[src/include/pei_pkg.sv]
// Constants and types of the PHY event interrupt and coding-sublayer register bank.
// Assumes one core clock; register offsets are byte addresses on the management port.
// Overview of operation
// - Link, jabber, fault, autoneg, half-full raise events
// - Test interrupt works without the event enable
// - Test bit interrupts after every management read
// - Enable bit 1 gates event-based interrupts
// - Event interrupts only when unmasked and enabled
// - Pending bit 15 read-only, cleared by its read
// - Mask bits 14..9 gate the six events
// - Reserved bits ignore writes, read zero
// - False carrier counter saturates, clears on read
// - Receive error counts invalid symbol during carrier
// - Once per carrier, never during collision
// - Receive error counter saturates, clears on read
// - Bit 12 bypasses block coding
// - Bit 11 makes receive clock free-running
// - Bit 10 enables true quiet transmit
// - Bit 9 forces signal detect
// - Bit 8 selects enhanced detect, reset 0100h
// - Bit 5 ORed into force fast link
// - Bit 2 bypasses line coding
package pei_pkg;

    localparam int ADDR_W = 8;
    localparam int DATA_W = 16;
    localparam int CNT_W  = 8;

    localparam logic [ADDR_W-1:0] OFS_IRQ_CONTROL = 8'hc4;
    localparam logic [ADDR_W-1:0] OFS_IRQ_STATUS  = 8'hc8;
    localparam logic [ADDR_W-1:0] OFS_FALSE_CARR  = 8'hd0;
    localparam logic [ADDR_W-1:0] OFS_RX_ERROR    = 8'hd4;
    localparam logic [ADDR_W-1:0] OFS_CODING_CFG  = 8'hd8;

    localparam logic [DATA_W-1:0] RST_IRQ_CONTROL = 16'h0000;
    localparam logic [DATA_W-1:0] RST_IRQ_STATUS  = 16'h0000;
    localparam logic [DATA_W-1:0] RST_CODING_CFG  = 16'h0100;

    // Writable bits of the control, status and coding registers
    localparam logic [DATA_W-1:0] WMASK_CONTROL = 16'h0003;
    localparam logic [DATA_W-1:0] WMASK_STATUS  = 16'h7e00;
    localparam logic [DATA_W-1:0] WMASK_CODING  = 16'h1f24;

    localparam int BIT_TEST_IRQ   = 0;
    localparam int BIT_EVT_ENABLE = 1;
    localparam int BIT_PENDING    = 15;
    localparam int MASK_LSB       = 9;
    localparam int NUM_EVT        = 6;

    localparam int BIT_BLOCK_BYP  = 12;
    localparam int BIT_FREE_CLK   = 11;
    localparam int BIT_QUIET      = 10;
    localparam int BIT_SD_FORCE   = 9;
    localparam int BIT_SD_ALGO    = 8;
    localparam int BIT_FAST_LINK  = 5;
    localparam int BIT_NRZI_BYP   = 2;

    // Event index order matches mask order, msb first
    localparam int EVT_LINK  = 5;
    localparam int EVT_JAB   = 4;
    localparam int EVT_RF    = 3;
    localparam int EVT_ANC   = 2;
    localparam int EVT_FHALF = 1;
    localparam int EVT_RHALF = 0;

    typedef struct packed {
        logic link_up;
        logic jabber;
        logic remote_fault;
        logic autoneg_done;
    } pei_status_t;

    typedef struct packed {
        logic block_code_bypass;
        logic receive_clock_free;
        logic true_quiet_enable;
        logic signal_detect_force;
        logic signal_detect_algo_select;
        logic nrzi_bypass;
    } pei_pcs_cfg_t;

endpackage : pei_pkg

[src/core/pei_edge_events.sv]
// Turns the PHY status levels into one-cycle event pulses.
// Assumes status levels come from logic on ref_clk, so no synchroniser.
`timescale 1ns/1ns
module pei_edge_events (
    input  wire logic                 ref_clk,
    input  wire logic                 rst_n,
    input  wire pei_pkg::pei_status_t status_in,
    output logic [3:0]                evt_pulse
);
    import pei_pkg::*;

    pei_status_t prev_r;
    logic [3:0]  evt_nxt;

    // Link reports both directions; others report assertion only
    assign evt_nxt = {status_in.link_up ^ prev_r.link_up,
                      status_in.jabber & ~prev_r.jabber,
                      status_in.remote_fault & ~prev_r.remote_fault,
                      status_in.autoneg_done & ~prev_r.autoneg_done};

    always_ff @(posedge ref_clk or negedge rst_n) begin
        if (!rst_n) begin
            prev_r    <= '0;
            evt_pulse <= '0;
        end else begin
            prev_r    <= status_in;
            evt_pulse <= evt_nxt;
        end
    end

endmodule : pei_edge_events

[src/core/pei_sat_counter.sv]
// Saturating clear-on-read event counter with a one-shot half-full event.
// Assumes increment, read and write strobes are one-cycle pulses on ref_clk.
`timescale 1ns/1ns
module pei_sat_counter #(
    parameter int WIDTH = 8
) (
    input  wire logic             ref_clk,
    input  wire logic             rst_n,
    input  wire logic             inc,
    input  wire logic             rd_clr,
    input  wire logic             wr,
    input  wire logic [WIDTH-1:0] wdata,
    output logic [WIDTH-1:0]      count_r,
    output logic                  half_evt_r
);
    localparam logic [WIDTH-1:0] CNT_MAX = '1;
    localparam logic [WIDTH-1:0] ONE     = {{(WIDTH-1){1'b0}}, 1'b1};

    logic             half_seen_r;
    logic [WIDTH-1:0] base;
    logic [WIDTH-1:0] count_nxt;
    logic             half_now;

    // An increment landing on the clearing read still counts as one
    assign base      = rd_clr ? '0 : (wr ? wdata : count_r);
    assign count_nxt = (inc && base != CNT_MAX) ? base + ONE : base;
    assign half_now  = count_nxt[WIDTH-1] && !half_seen_r && !rd_clr;

    always_ff @(posedge ref_clk or negedge rst_n) begin
        if (!rst_n) begin
            count_r     <= '0;
            half_seen_r <= 1'b0;
            half_evt_r  <= 1'b0;
        end else begin
            count_r     <= count_nxt;
            half_seen_r <= rd_clr ? 1'b0 : (half_seen_r | half_now);
            half_evt_r  <= half_now;
        end
    end

endmodule : pei_sat_counter

[src/core/pei_phy_irq_pcs_regs.sv]
// PHY event interrupt control, event masks, error counters and
// 100 Mb/s coding-sublayer configuration registers.
// Assumes the management port, status levels and receive indications
// all come from logic on ref_clk; the host interrupt status sits outside.
`timescale 1ns/1ns
module pei_phy_irq_pcs_regs #(
    parameter int CW = pei_pkg::CNT_W
) (
    input  wire logic                         ref_clk,
    input  wire logic                         rst_n,
    input  wire logic                         mgmt_sel,
    input  wire logic                         mgmt_wr,
    input  wire logic [pei_pkg::ADDR_W-1:0]   mgmt_addr,
    input  wire logic [pei_pkg::DATA_W-1:0]   mgmt_wdata,
    output logic [pei_pkg::DATA_W-1:0]        mgmt_rdata,
    output logic                              mgmt_rvalid,
    input  wire pei_pkg::pei_status_t         status_in,
    input  wire logic                         false_carrier_evt,
    input  wire logic                         carrier_valid,
    input  wire logic                         invalid_symbol,
    input  wire logic                         collision,
    input  wire logic                         mac_force_fast_link,
    output pei_pkg::pei_pcs_cfg_t             pcs_cfg,
    output logic                              fast_link_force,
    output logic                              phy_irq,
    output logic                              irq_pending_flag
);
    import pei_pkg::*;

    // Register state
    logic [DATA_W-1:0] ctrl_r;
    logic [DATA_W-1:0] mask_r;
    logic [DATA_W-1:0] coding_r;
    logic [DATA_W-1:0] rdata_r;
    logic              rvalid_r;
    logic              pending_r;
    logic              irq_r;
    logic              rx_taken_r;
    logic              coll_seen_r;

    logic [DATA_W-1:0] ctrl_nxt;
    logic [DATA_W-1:0] mask_nxt;
    logic [DATA_W-1:0] coding_nxt;
    logic [DATA_W-1:0] rdata_nxt;
    logic              pending_nxt;
    logic              irq_nxt;
    logic              rx_taken_nxt;
    logic              coll_seen_nxt;

    // Decode
    logic rd_stb;
    logic wr_stb;
    logic hit_ctrl;
    logic hit_stat;
    logic hit_fc;
    logic hit_rx;
    logic hit_cfg;

    // Events
    logic [3:0]         status_evt;
    logic [NUM_EVT-1:0] evt_vec;
    logic [NUM_EVT-1:0] evt_mask;
    logic               fc_half;
    logic               rx_half;
    logic               evt_fire;
    logic               test_fire;
    logic               rx_err_inc;

    // Counters
    logic [CW-1:0] fc_count;
    logic [CW-1:0] rx_count;

    // Masked write: only writable bits move, reserved bits stay zero
    function automatic logic [DATA_W-1:0] wmerge(
        input logic [DATA_W-1:0] old_v,
        input logic [DATA_W-1:0] new_v,
        input logic [DATA_W-1:0] wmask
    );
        wmerge = (old_v & ~wmask) | (new_v & wmask);
    endfunction : wmerge

    // Counter value placed in the low bits, upper bits zero
    function automatic logic [DATA_W-1:0] cnt_word(input logic [CW-1:0] c);
        cnt_word = {{(DATA_W-CW){1'b0}}, c};
    endfunction : cnt_word

    assign rd_stb   = mgmt_sel && !mgmt_wr;
    assign wr_stb   = mgmt_sel && mgmt_wr;
    assign hit_ctrl = (mgmt_addr == OFS_IRQ_CONTROL);
    assign hit_stat = (mgmt_addr == OFS_IRQ_STATUS);
    assign hit_fc   = (mgmt_addr == OFS_FALSE_CARR);
    assign hit_rx   = (mgmt_addr == OFS_RX_ERROR);
    assign hit_cfg  = (mgmt_addr == OFS_CODING_CFG);

    pei_edge_events u_edges (
        .ref_clk   (ref_clk),
        .rst_n     (rst_n),
        .status_in (status_in),
        .evt_pulse (status_evt)
    );

    // Receive error: one count per carrier, none once a collision is seen
    assign rx_err_inc = carrier_valid && invalid_symbol && !collision
                        && !coll_seen_r && !rx_taken_r;
    assign rx_taken_nxt  = carrier_valid && (rx_taken_r || rx_err_inc);
    assign coll_seen_nxt = carrier_valid && (coll_seen_r || collision);

    pei_sat_counter #(
        .WIDTH (CW)
    ) u_false_carrier (
        .ref_clk    (ref_clk),
        .rst_n      (rst_n),
        .inc        (false_carrier_evt),
        .rd_clr     (rd_stb && hit_fc),
        .wr         (wr_stb && hit_fc),
        .wdata      (mgmt_wdata[CW-1:0]),
        .count_r    (fc_count),
        .half_evt_r (fc_half)
    );

    pei_sat_counter #(
        .WIDTH (CW)
    ) u_rx_error (
        .ref_clk    (ref_clk),
        .rst_n      (rst_n),
        .inc        (rx_err_inc),
        .rd_clr     (rd_stb && hit_rx),
        .wr         (wr_stb && hit_rx),
        .wdata      (mgmt_wdata[CW-1:0]),
        .count_r    (rx_count),
        .half_evt_r (rx_half)
    );

    // Event vector in mask order
    assign evt_vec  = {status_evt, fc_half, rx_half};
    assign evt_mask = mask_r[MASK_LSB +: NUM_EVT];

    // Unmasked, enabled events only
    assign evt_fire = (|(evt_vec & ~evt_mask))
                      && ctrl_r[BIT_EVT_ENABLE];

    // Test interrupt fires when a read completes, enable not needed
    assign test_fire = rvalid_r && ctrl_r[BIT_TEST_IRQ];

    // Pending: set beats the clearing read of the status register
    assign pending_nxt = (evt_fire || test_fire)
                         || (pending_r && !(rd_stb && hit_stat));
    assign irq_nxt     = evt_fire || test_fire;

    // Register writes through per-register writable masks
    assign ctrl_nxt   = (wr_stb && hit_ctrl)
                        ? wmerge(ctrl_r, mgmt_wdata, WMASK_CONTROL) : ctrl_r;
    assign mask_nxt   = (wr_stb && hit_stat)
                        ? wmerge(mask_r, mgmt_wdata, WMASK_STATUS) : mask_r;
    assign coding_nxt = (wr_stb && hit_cfg)
                        ? wmerge(coding_r, mgmt_wdata, WMASK_CODING) : coding_r;

    // Read mux; the pending bit is merged live, unmapped reads give zero
    always_comb begin
        rdata_nxt = '0;
        if (hit_ctrl) begin
            rdata_nxt = ctrl_r & WMASK_CONTROL;
        end else if (hit_stat) begin
            rdata_nxt = mask_r & WMASK_STATUS;
            rdata_nxt[BIT_PENDING] = pending_r;
        end else if (hit_fc) begin
            rdata_nxt = cnt_word(fc_count);
        end else if (hit_rx) begin
            rdata_nxt = cnt_word(rx_count);
        end else if (hit_cfg) begin
            rdata_nxt = coding_r & WMASK_CODING;
        end else begin
            rdata_nxt = '0;
        end
    end

    always_ff @(posedge ref_clk or negedge rst_n) begin
        if (!rst_n) begin
            ctrl_r   <= RST_IRQ_CONTROL;
            mask_r   <= RST_IRQ_STATUS;
            coding_r <= RST_CODING_CFG;
        end else begin
            ctrl_r   <= ctrl_nxt;
            mask_r   <= mask_nxt;
            coding_r <= coding_nxt;
        end
    end

    always_ff @(posedge ref_clk or negedge rst_n) begin
        if (!rst_n) begin
            rdata_r  <= '0;
            rvalid_r <= 1'b0;
        end else begin
            rdata_r  <= rd_stb ? rdata_nxt : rdata_r;
            rvalid_r <= rd_stb;
        end
    end

    always_ff @(posedge ref_clk or negedge rst_n) begin
        if (!rst_n) begin
            pending_r   <= 1'b0;
            irq_r       <= 1'b0;
            rx_taken_r  <= 1'b0;
            coll_seen_r <= 1'b0;
        end else begin
            pending_r   <= pending_nxt;
            irq_r       <= irq_nxt;
            rx_taken_r  <= rx_taken_nxt;
            coll_seen_r <= coll_seen_nxt;
        end
    end

    // Configuration straight from the register flops to the datapaths
    assign pcs_cfg.block_code_bypass         = coding_r[BIT_BLOCK_BYP];
    assign pcs_cfg.receive_clock_free        = coding_r[BIT_FREE_CLK];
    assign pcs_cfg.true_quiet_enable         = coding_r[BIT_QUIET];
    assign pcs_cfg.signal_detect_force       = coding_r[BIT_SD_FORCE];
    assign pcs_cfg.signal_detect_algo_select = coding_r[BIT_SD_ALGO];
    assign pcs_cfg.nrzi_bypass               = coding_r[BIT_NRZI_BYP];

    // OR with the MAC request; combinational so the MAC sees no extra lag
    assign fast_link_force = coding_r[BIT_FAST_LINK] | mac_force_fast_link;

    assign mgmt_rdata       = rdata_r;
    assign mgmt_rvalid      = rvalid_r;
    assign phy_irq          = irq_r;
    assign irq_pending_flag = pending_r;

endmodule : pei_phy_irq_pcs_regs

[config.mk]
export PLATFORM = sky130hd
export DESIGN_NAME = pei_phy_irq_pcs_regs
export DESIGN_NICKNAME = d
export VERILOG_FILES = /design/src/include/pei_pkg.sv /design/src/core/pei_edge_events.sv /design/src/core/pei_sat_counter.sv /design/src/core/pei_phy_irq_pcs_regs.sv
export SDC_FILE = /design/constraint.sdc
export NUM_CORES = 1
export LEC_CHECK = 0
export BUFFER_PORTS_ARGS = -buffer_cell sky130_fd_sc_hd__buf_2
export CAP_MARGIN = 20
export CORE_MARGIN = 2
export CORE_UTILIZATION = 34
export DETAILED_ROUTE_END_ITERATION = 6
export SYNTH_ARGS = -nofsm -noshare
export SYNTH_HDL_FRONTEND = slang
export SYNTH_SLANG_ARGS = --single-unit
[constraint.sdc]
create_clock -name ref_clk -period 5.1 [get_ports ref_clk]
set_clock_uncertainty 0.2 [all_clocks]
set_input_delay 0.51 -clock ref_clk [delete_from_list [all_inputs] [get_ports ref_clk]]
set_output_delay 0.51 -clock ref_clk [all_outputs]
set_load 0.01 [all_outputs]
# Yosys cells after proc, flatten, opt, wreduce, memory -nomap -nowiden
# Cells that the tools add are included.
# classes
eq_ne	7
n_reduce_logical	39
n_bitwise	15
muxes	13
n_addsub	2
# ops
op	count
16-bit 2-to-1 mux	4
8-bit 2-to-1 mux	6
8-bit == test (second input constant)	5
1-bit logical AND	25
8-bit by 1-bit adder with 8-bit output (second input constant)	2
8-bit != test (second input constant)	2
16-bit by 13-bit OR with 16-bit output	1
16-bit by 15-bit OR with 16-bit output	1
16-bit by 2-bit OR with 16-bit output	1
13-bit 2-to-1 mux	1
1-bit zero test	9
6-bit bitwise AND	1
6-bit inverter	1
6-bit OR reduction	1
1-bit logical OR	4
1-bit bitwise AND	3
1-bit inverter	3
1-bit OR	3
1-bit 2-to-1 mux	2
1-bit bitwise XOR	1
# word_totals
wordCells	96
out_inout_bits	26
input_bits	37
ff_bits	97

# Logic depth before layout (Yosys ltp)
# logic_depth
ltp_word	11
depth_mapped	11
mapped_depth_nobuf	9

# Modules after synthesis
# From an unflattened synthesis, not the netlist that was laid out.
# hier_totals
hier_cells	302
area_unflattened_um2	3285.7
# modules_own_cells
mod	area_each_um2	n_inst	seq_area_each_um2	cells_per_inst
pei_phy_irq_pcs_regs	1701.6	1	902.1	150
pei_sat_counter	678.2	2	250.2	70
pei_edge_events	227.7	1	200.2	12

# Worst setup path before layout
# Ideal clock, no wire load.
# synth_path
kind	input to register
start	in mgmt_addr[3] (netlist name)
end	reg u_rx_error.half_seen_r
path_stages	11
arrival_time_ns	2.745
required_ns	4.762
path_buffers	2
path_slack_ns	2.017
setup_time_ns	0.138
path_cell_list	buf_6 or4b_4 buf_6 nor2_1 nand2_1 mux2_2 ha_1 o21ai_0 nand4_1 xor2_1 a2bb2oi_1
# synth_via
elab_chain_len	11
elab_cells_between_ends	14
cone_classes	add/sub (1); eq/ne (2); mux (4); bitwise (1); reduce/logical (6)
# synth_lines
item	line_no	source
start: declaration	pei_phy_irq_pcs_regs.sv:13	input wire logic [pei_pkg::ADDR_W-1:0] mgmt_addr,
8-bit == test (*)	pei_phy_irq_pcs_regs.sv:92	assign hit_rx = (mgmt_addr == OFS_RX_ERROR);
1-bit logical AND	pei_phy_irq_pcs_regs.sv:128	.wr (wr_stb && hit_rx),
8-bit 2-to-1 mux	pei_sat_counter.sv:25	assign base = rd_clr ? '0 : (wr ? wdata : count_r);
8-bit 2-to-1 mux (*)	pei_sat_counter.sv:25	
branches (longest 2 deep; another with 8-bit by 1-bit adder with 8-bit output)	n/a	
8-bit 2-to-1 mux (*)	pei_sat_counter.sv:26	assign count_nxt = (inc && base != CNT_MAX) ? base + ONE : base;
via u_rx_error.count_nxt[7]	pei_sat_counter.sv:21	logic [WIDTH-1:0] count_nxt;
1-bit logical AND (*) (2 in series)	pei_sat_counter.sv:27	assign half_now = count_nxt[WIDTH-1] && !half_seen_r && !rd_clr;
1-bit OR (*)	pei_sat_counter.sv:36	half_seen_r <= rd_clr ? 1'b0 : (half_seen_r | half_now);
1-bit 2-to-1 mux (*)	pei_sat_counter.sv:36	
end signal: assignment	pei_sat_counter.sv:36	
end: declaration	pei_sat_counter.sv:19	logic half_seen_r;
# Mark *: on every way through the listed nets, which the timed path passes.
# A chain may end at the register's enable or synchronous reset.

# Final worst setup path
# layout_path
start	in mgmt_wr
end	reg u_false_carrier.count_r[4]
# layout_via
elab_chain_len	7
elab_cells_between_ends	11
cone_classes	add/sub (1); eq/ne (1); mux (3); reduce/logical (6)
# layout_lines
item	line_no	source
start: declaration	pei_phy_irq_pcs_regs.sv:12	input wire logic mgmt_wr,
1-bit logical AND / 1-bit zero test (equally long branches)	pei_phy_irq_pcs_regs.sv:88, pei_phy_irq_pcs_regs.sv:87	
1-bit logical AND, on equally long branches	pei_phy_irq_pcs_regs.sv:115, pei_phy_irq_pcs_regs.sv:87	
8-bit 2-to-1 mux / 1-bit logical AND (equally long branches)	pei_sat_counter.sv:25, pei_phy_irq_pcs_regs.sv:114	
8-bit 2-to-1 mux (*)	pei_sat_counter.sv:25	
branches (longest 2 deep; another with 8-bit by 1-bit adder with 8-bit output)	n/a	
8-bit 2-to-1 mux (*)	pei_sat_counter.sv:26	
via u_false_carrier.count_nxt[4]	pei_sat_counter.sv:21	
end signal: assignment	pei_sat_counter.sv:35	count_r <= count_nxt;
end: declaration	pei_sat_counter.sv:13	output logic [WIDTH-1:0] count_r,
# Marks and branches as above.

==> flow_summary.json <==
{
  "cts_hold_buffers": 0,
  "setup_viol": 0,
  "synth_area_per_cell_um2": 10.2,
  "end_kind": "flip-flop",
  "final_common_cell": "dfrtp_1",
  "setup_tns_ns": 0,
  "synth_cells": 320,
  "ys_types": 52,
  "synth_edf_count": 0,
  "top_layer": "met4",
  "finalPower_w": 0.00136,
  "grt_max_degree": 65,
  "hold_viol": 0,
  "wire_per_inst_um": 15.6,
  "totalWireLength_mm": 7.99,
  "first_global_vias": 2551,
  "ir_drop_mv": 0.108,
  "die_h_um": 102,
  "min_period_ns": 3.32,
  "cp-endpoint": "u_false_carrier.count_r[4]",
  "area.growth.synth_to_final_pct": 18.1,
  "tightest_slew_ns": 0.841,
  "reg2reg_from": "u_false_carrier.count_r[0]",
  "core_um2": 9280,
  "path_cells": "buf_2 -> nand2b_1 -> inv_1 -> a22oi_1 -> ha_1 -> o211ai_1 -> a311oi_1 -> xor2_1 -> mux2i_1",
  "final_cell_mix": "63 x dfrtp_1, 61 x buf_2, 37 x nand2_1",
  "clk_path_buf_depth": 2,
  "ff2ff_path_depth": 7,
  "clock_sinks": 64,
  "period_share_pct": 65.1,
  "drtPass1Iterations": 4,
  "drt_iter0_drc": 141,
  "ys.flop_type": "dfrtp_1",
  "rsz0062_at_grt": "no",
  "finalWeightedCongestion": 0.911,
  "antenna_found_initial": 0,
  "clk_root_buffer_cell": "clkbuf_8",
  "layout-drive-gt1-share_pct": 28.5,
  "max_stage_delay_ns": 0.66,
  "drtAntennaViolNets": 0,
  "rows": 35,
  "fin_nets": 417,
  "crit_arrival_ns": 3.34,
  "route.met2.wl_mm": 3.60,
  "crit_start": "mgmt_wr",
  "grt_pass1_wl_mm": 12.9,
  "drv_slew": 0,
  "worstPathRequired_ns": 5.12,
  "max_cap_viol_count": 0,
  "post-route-drc-count": 0,
  "r2r_end": "u_false_carrier.count_r[4]",
  "postCtsSetupRepairBufs": 0,
  "drt-met1-wl_mm": 3.69,
  "htree_levels": 3,
  "holdWs_ns": 0.0798,
  "outcome": "finished, final reports clean",
  "portBuffers": 61,
  "clk_pin_slew_ns": 0.08,
  "cts_resized": 0,
  "synthesis.area_um2": 3270,
  "yosysWarnings": 0,
  "overflow": 0,
  "clk_latency_ns": 0.35,
  "p_per_area_nw_per_um2": 353,
  "crit_fanout": 20,
  "die_w_um": 102,
  "ys_async_sr_fraction_pct": 100,
  "start_kind": "primary input",
  "slew_headroom_pct": 43.9,
  "n_antenna_cell": 0,
  "crit_path_top_delay_cell": "nand2b_1",
  "initial_utilization_pct": 35.2,
  "synth-seq-cells": 64,
  "synth-seq-area-share_pct": 49.0,
  "avgViaCountPerCell": 5.15,
  "crit_type": "primary input to flip-flop",
  "hold_class": "primary input to flip-flop",
  "ios": 63,
  "grt.total_usage_pct": 16.2,
  "met3_wirelength_um": 542,
  "post-dp-hpwl_mm": 5.84,
  "fp.dieArea_um2": 10400,
  "vias": 2638,
  "synth_fp_nets": 359,
  "cts_tree": "yes",
  "rrSetupSlack_ns": 2.96,
  "cts_buffers": 9,
  "fmax_ghz": 0.301,
  "p_leak_nw": 1.78
}
-- report_power, final --
| group | internal (W) | leakage [nW] | switching [W] |
|---|---|---|---|
| registers | 0.000576 | 0.828 | 0.0000523 |
| clock network | 0.000241 | 0.0989 | 0.000213 |
| logic | 0.000126 | 0.856 | 0.000155 |
| total | 0.000942 | 1.78 | 0.000421 |
-- final cells by class --
cell class | count | area, um2
sequential | 64 | 1600
fill | 954 | 5420
clock buffer | 10 | 138
multi-input combinational | 228 | 1520
clock inverter | 6 | 67.6
timing repair buffer | 64 | 328
inverter | 11 | 41.3
tap | 129 | 161
-- cell families after synthesis --
family          Yosys count  share of synthesized area [%]
xor+xnor                 12                           3.21
simple gates            122                           19.7
compound gates           68                           14.8
buf+inv                  28                           4.40
flops                    64                           49.0
fa+ha+maj                 2                          0.765
mux                      24                           8.11
-- routing by layer --
metal | track usage (%) | up-vias
met5 | 0 | -
met4 | 8.41 | 0
met3 | 2.60 | 11
met2 | 24.1 | 84
met1 | 22.7 | 1259
li1 | - | 1284
-- critical path, delay by kind of cell --
kind,cells,cell delay (ns)
xor gates and xnor gates,1,0.18
buffers and inverters,2,0.68
and+or+nand+nor,1,0.66
adders and majority gates,1,0.29
muxes,1,0.08
AOI/OAI and AO/OA,3,0.93
-- flip-flops by register name, summed over array words and instances, names as in the netlist, 2 cells and up --
signal and cells:
coding_r 7, ctrl_r 2, mask_r 6, mgmt_rdata 16
u_edges.evt_pulse 4, u_edges.prev_r 4, u_false_carrier.count_r 8, u_rx_error.count_r 8
-- how the worst min path moves through the flow --
stage                            startpoint                   end  slack [ns]  cells past startpoint
after CTS                      status_in[2]     u_edges.prev_r[2]        0.06                      1
final                          status_in[2]     u_edges.prev_r[2]        0.08                      1
after floorplan                       rst_n          coding_r[10]        0.01                      0
after global routing           status_in[2]     u_edges.prev_r[2]        0.07                      1
after global placement    u_edges.prev_r[1]  u_edges.evt_pulse[1]        0.19                      1
after detailed placement  u_edges.prev_r[1]  u_edges.evt_pulse[1]        0.19                      1
-- stage by stage --
step                      util, %  area, um2  setup WS [ns]  instances
after floorplan                 -       3270           2.02        320
after global placement       39.4       3660           1.42        496
after detailed placement     39.4       3660           1.36        496
after CTS                    41.6       3860           1.72        512
after global routing         41.6       3860           1.39        512
final                        41.6       3860           1.78        512
-- cell usage after synthesis, types with 3 or more instances --
library cell / n / area (um2)
o31ai_1: 6 / 45.0
a221oi_1: 6 / 52.6
a31oi_1: 3 / 18.8
nand2b_1: 3 / 18.8
inv_1: 11 / 41.3
a22o_1: 8 / 70.1
dfrtp_1: 63 / 1580
and2_1: 7 / 43.8
xor2_1: 5 / 43.8
buf_4: 6 / 45.0
a21oi_1: 7 / 35.0
nand2_1: 37 / 139
nand4b_1: 3 / 26.3
a22oi_1: 3 / 22.5
nor2b_1: 9 / 56.3
mux2_2: 20 / 225
nor2_1: 20 / 75.1
or4_1: 3 / 22.5
mux2i_1: 4 / 40.0
nand4_1: 8 / 50.1
clkbuf_1: 8 / 30.0
o22ai_1: 3 / 18.8
o21ai_0: 16 / 80.1
xnor2_1: 7 / 61.3
nor4_1: 3 / 18.8
nand3_1: 18 / 90.1
No activity file was read; power rests on OpenSTA's default activity.
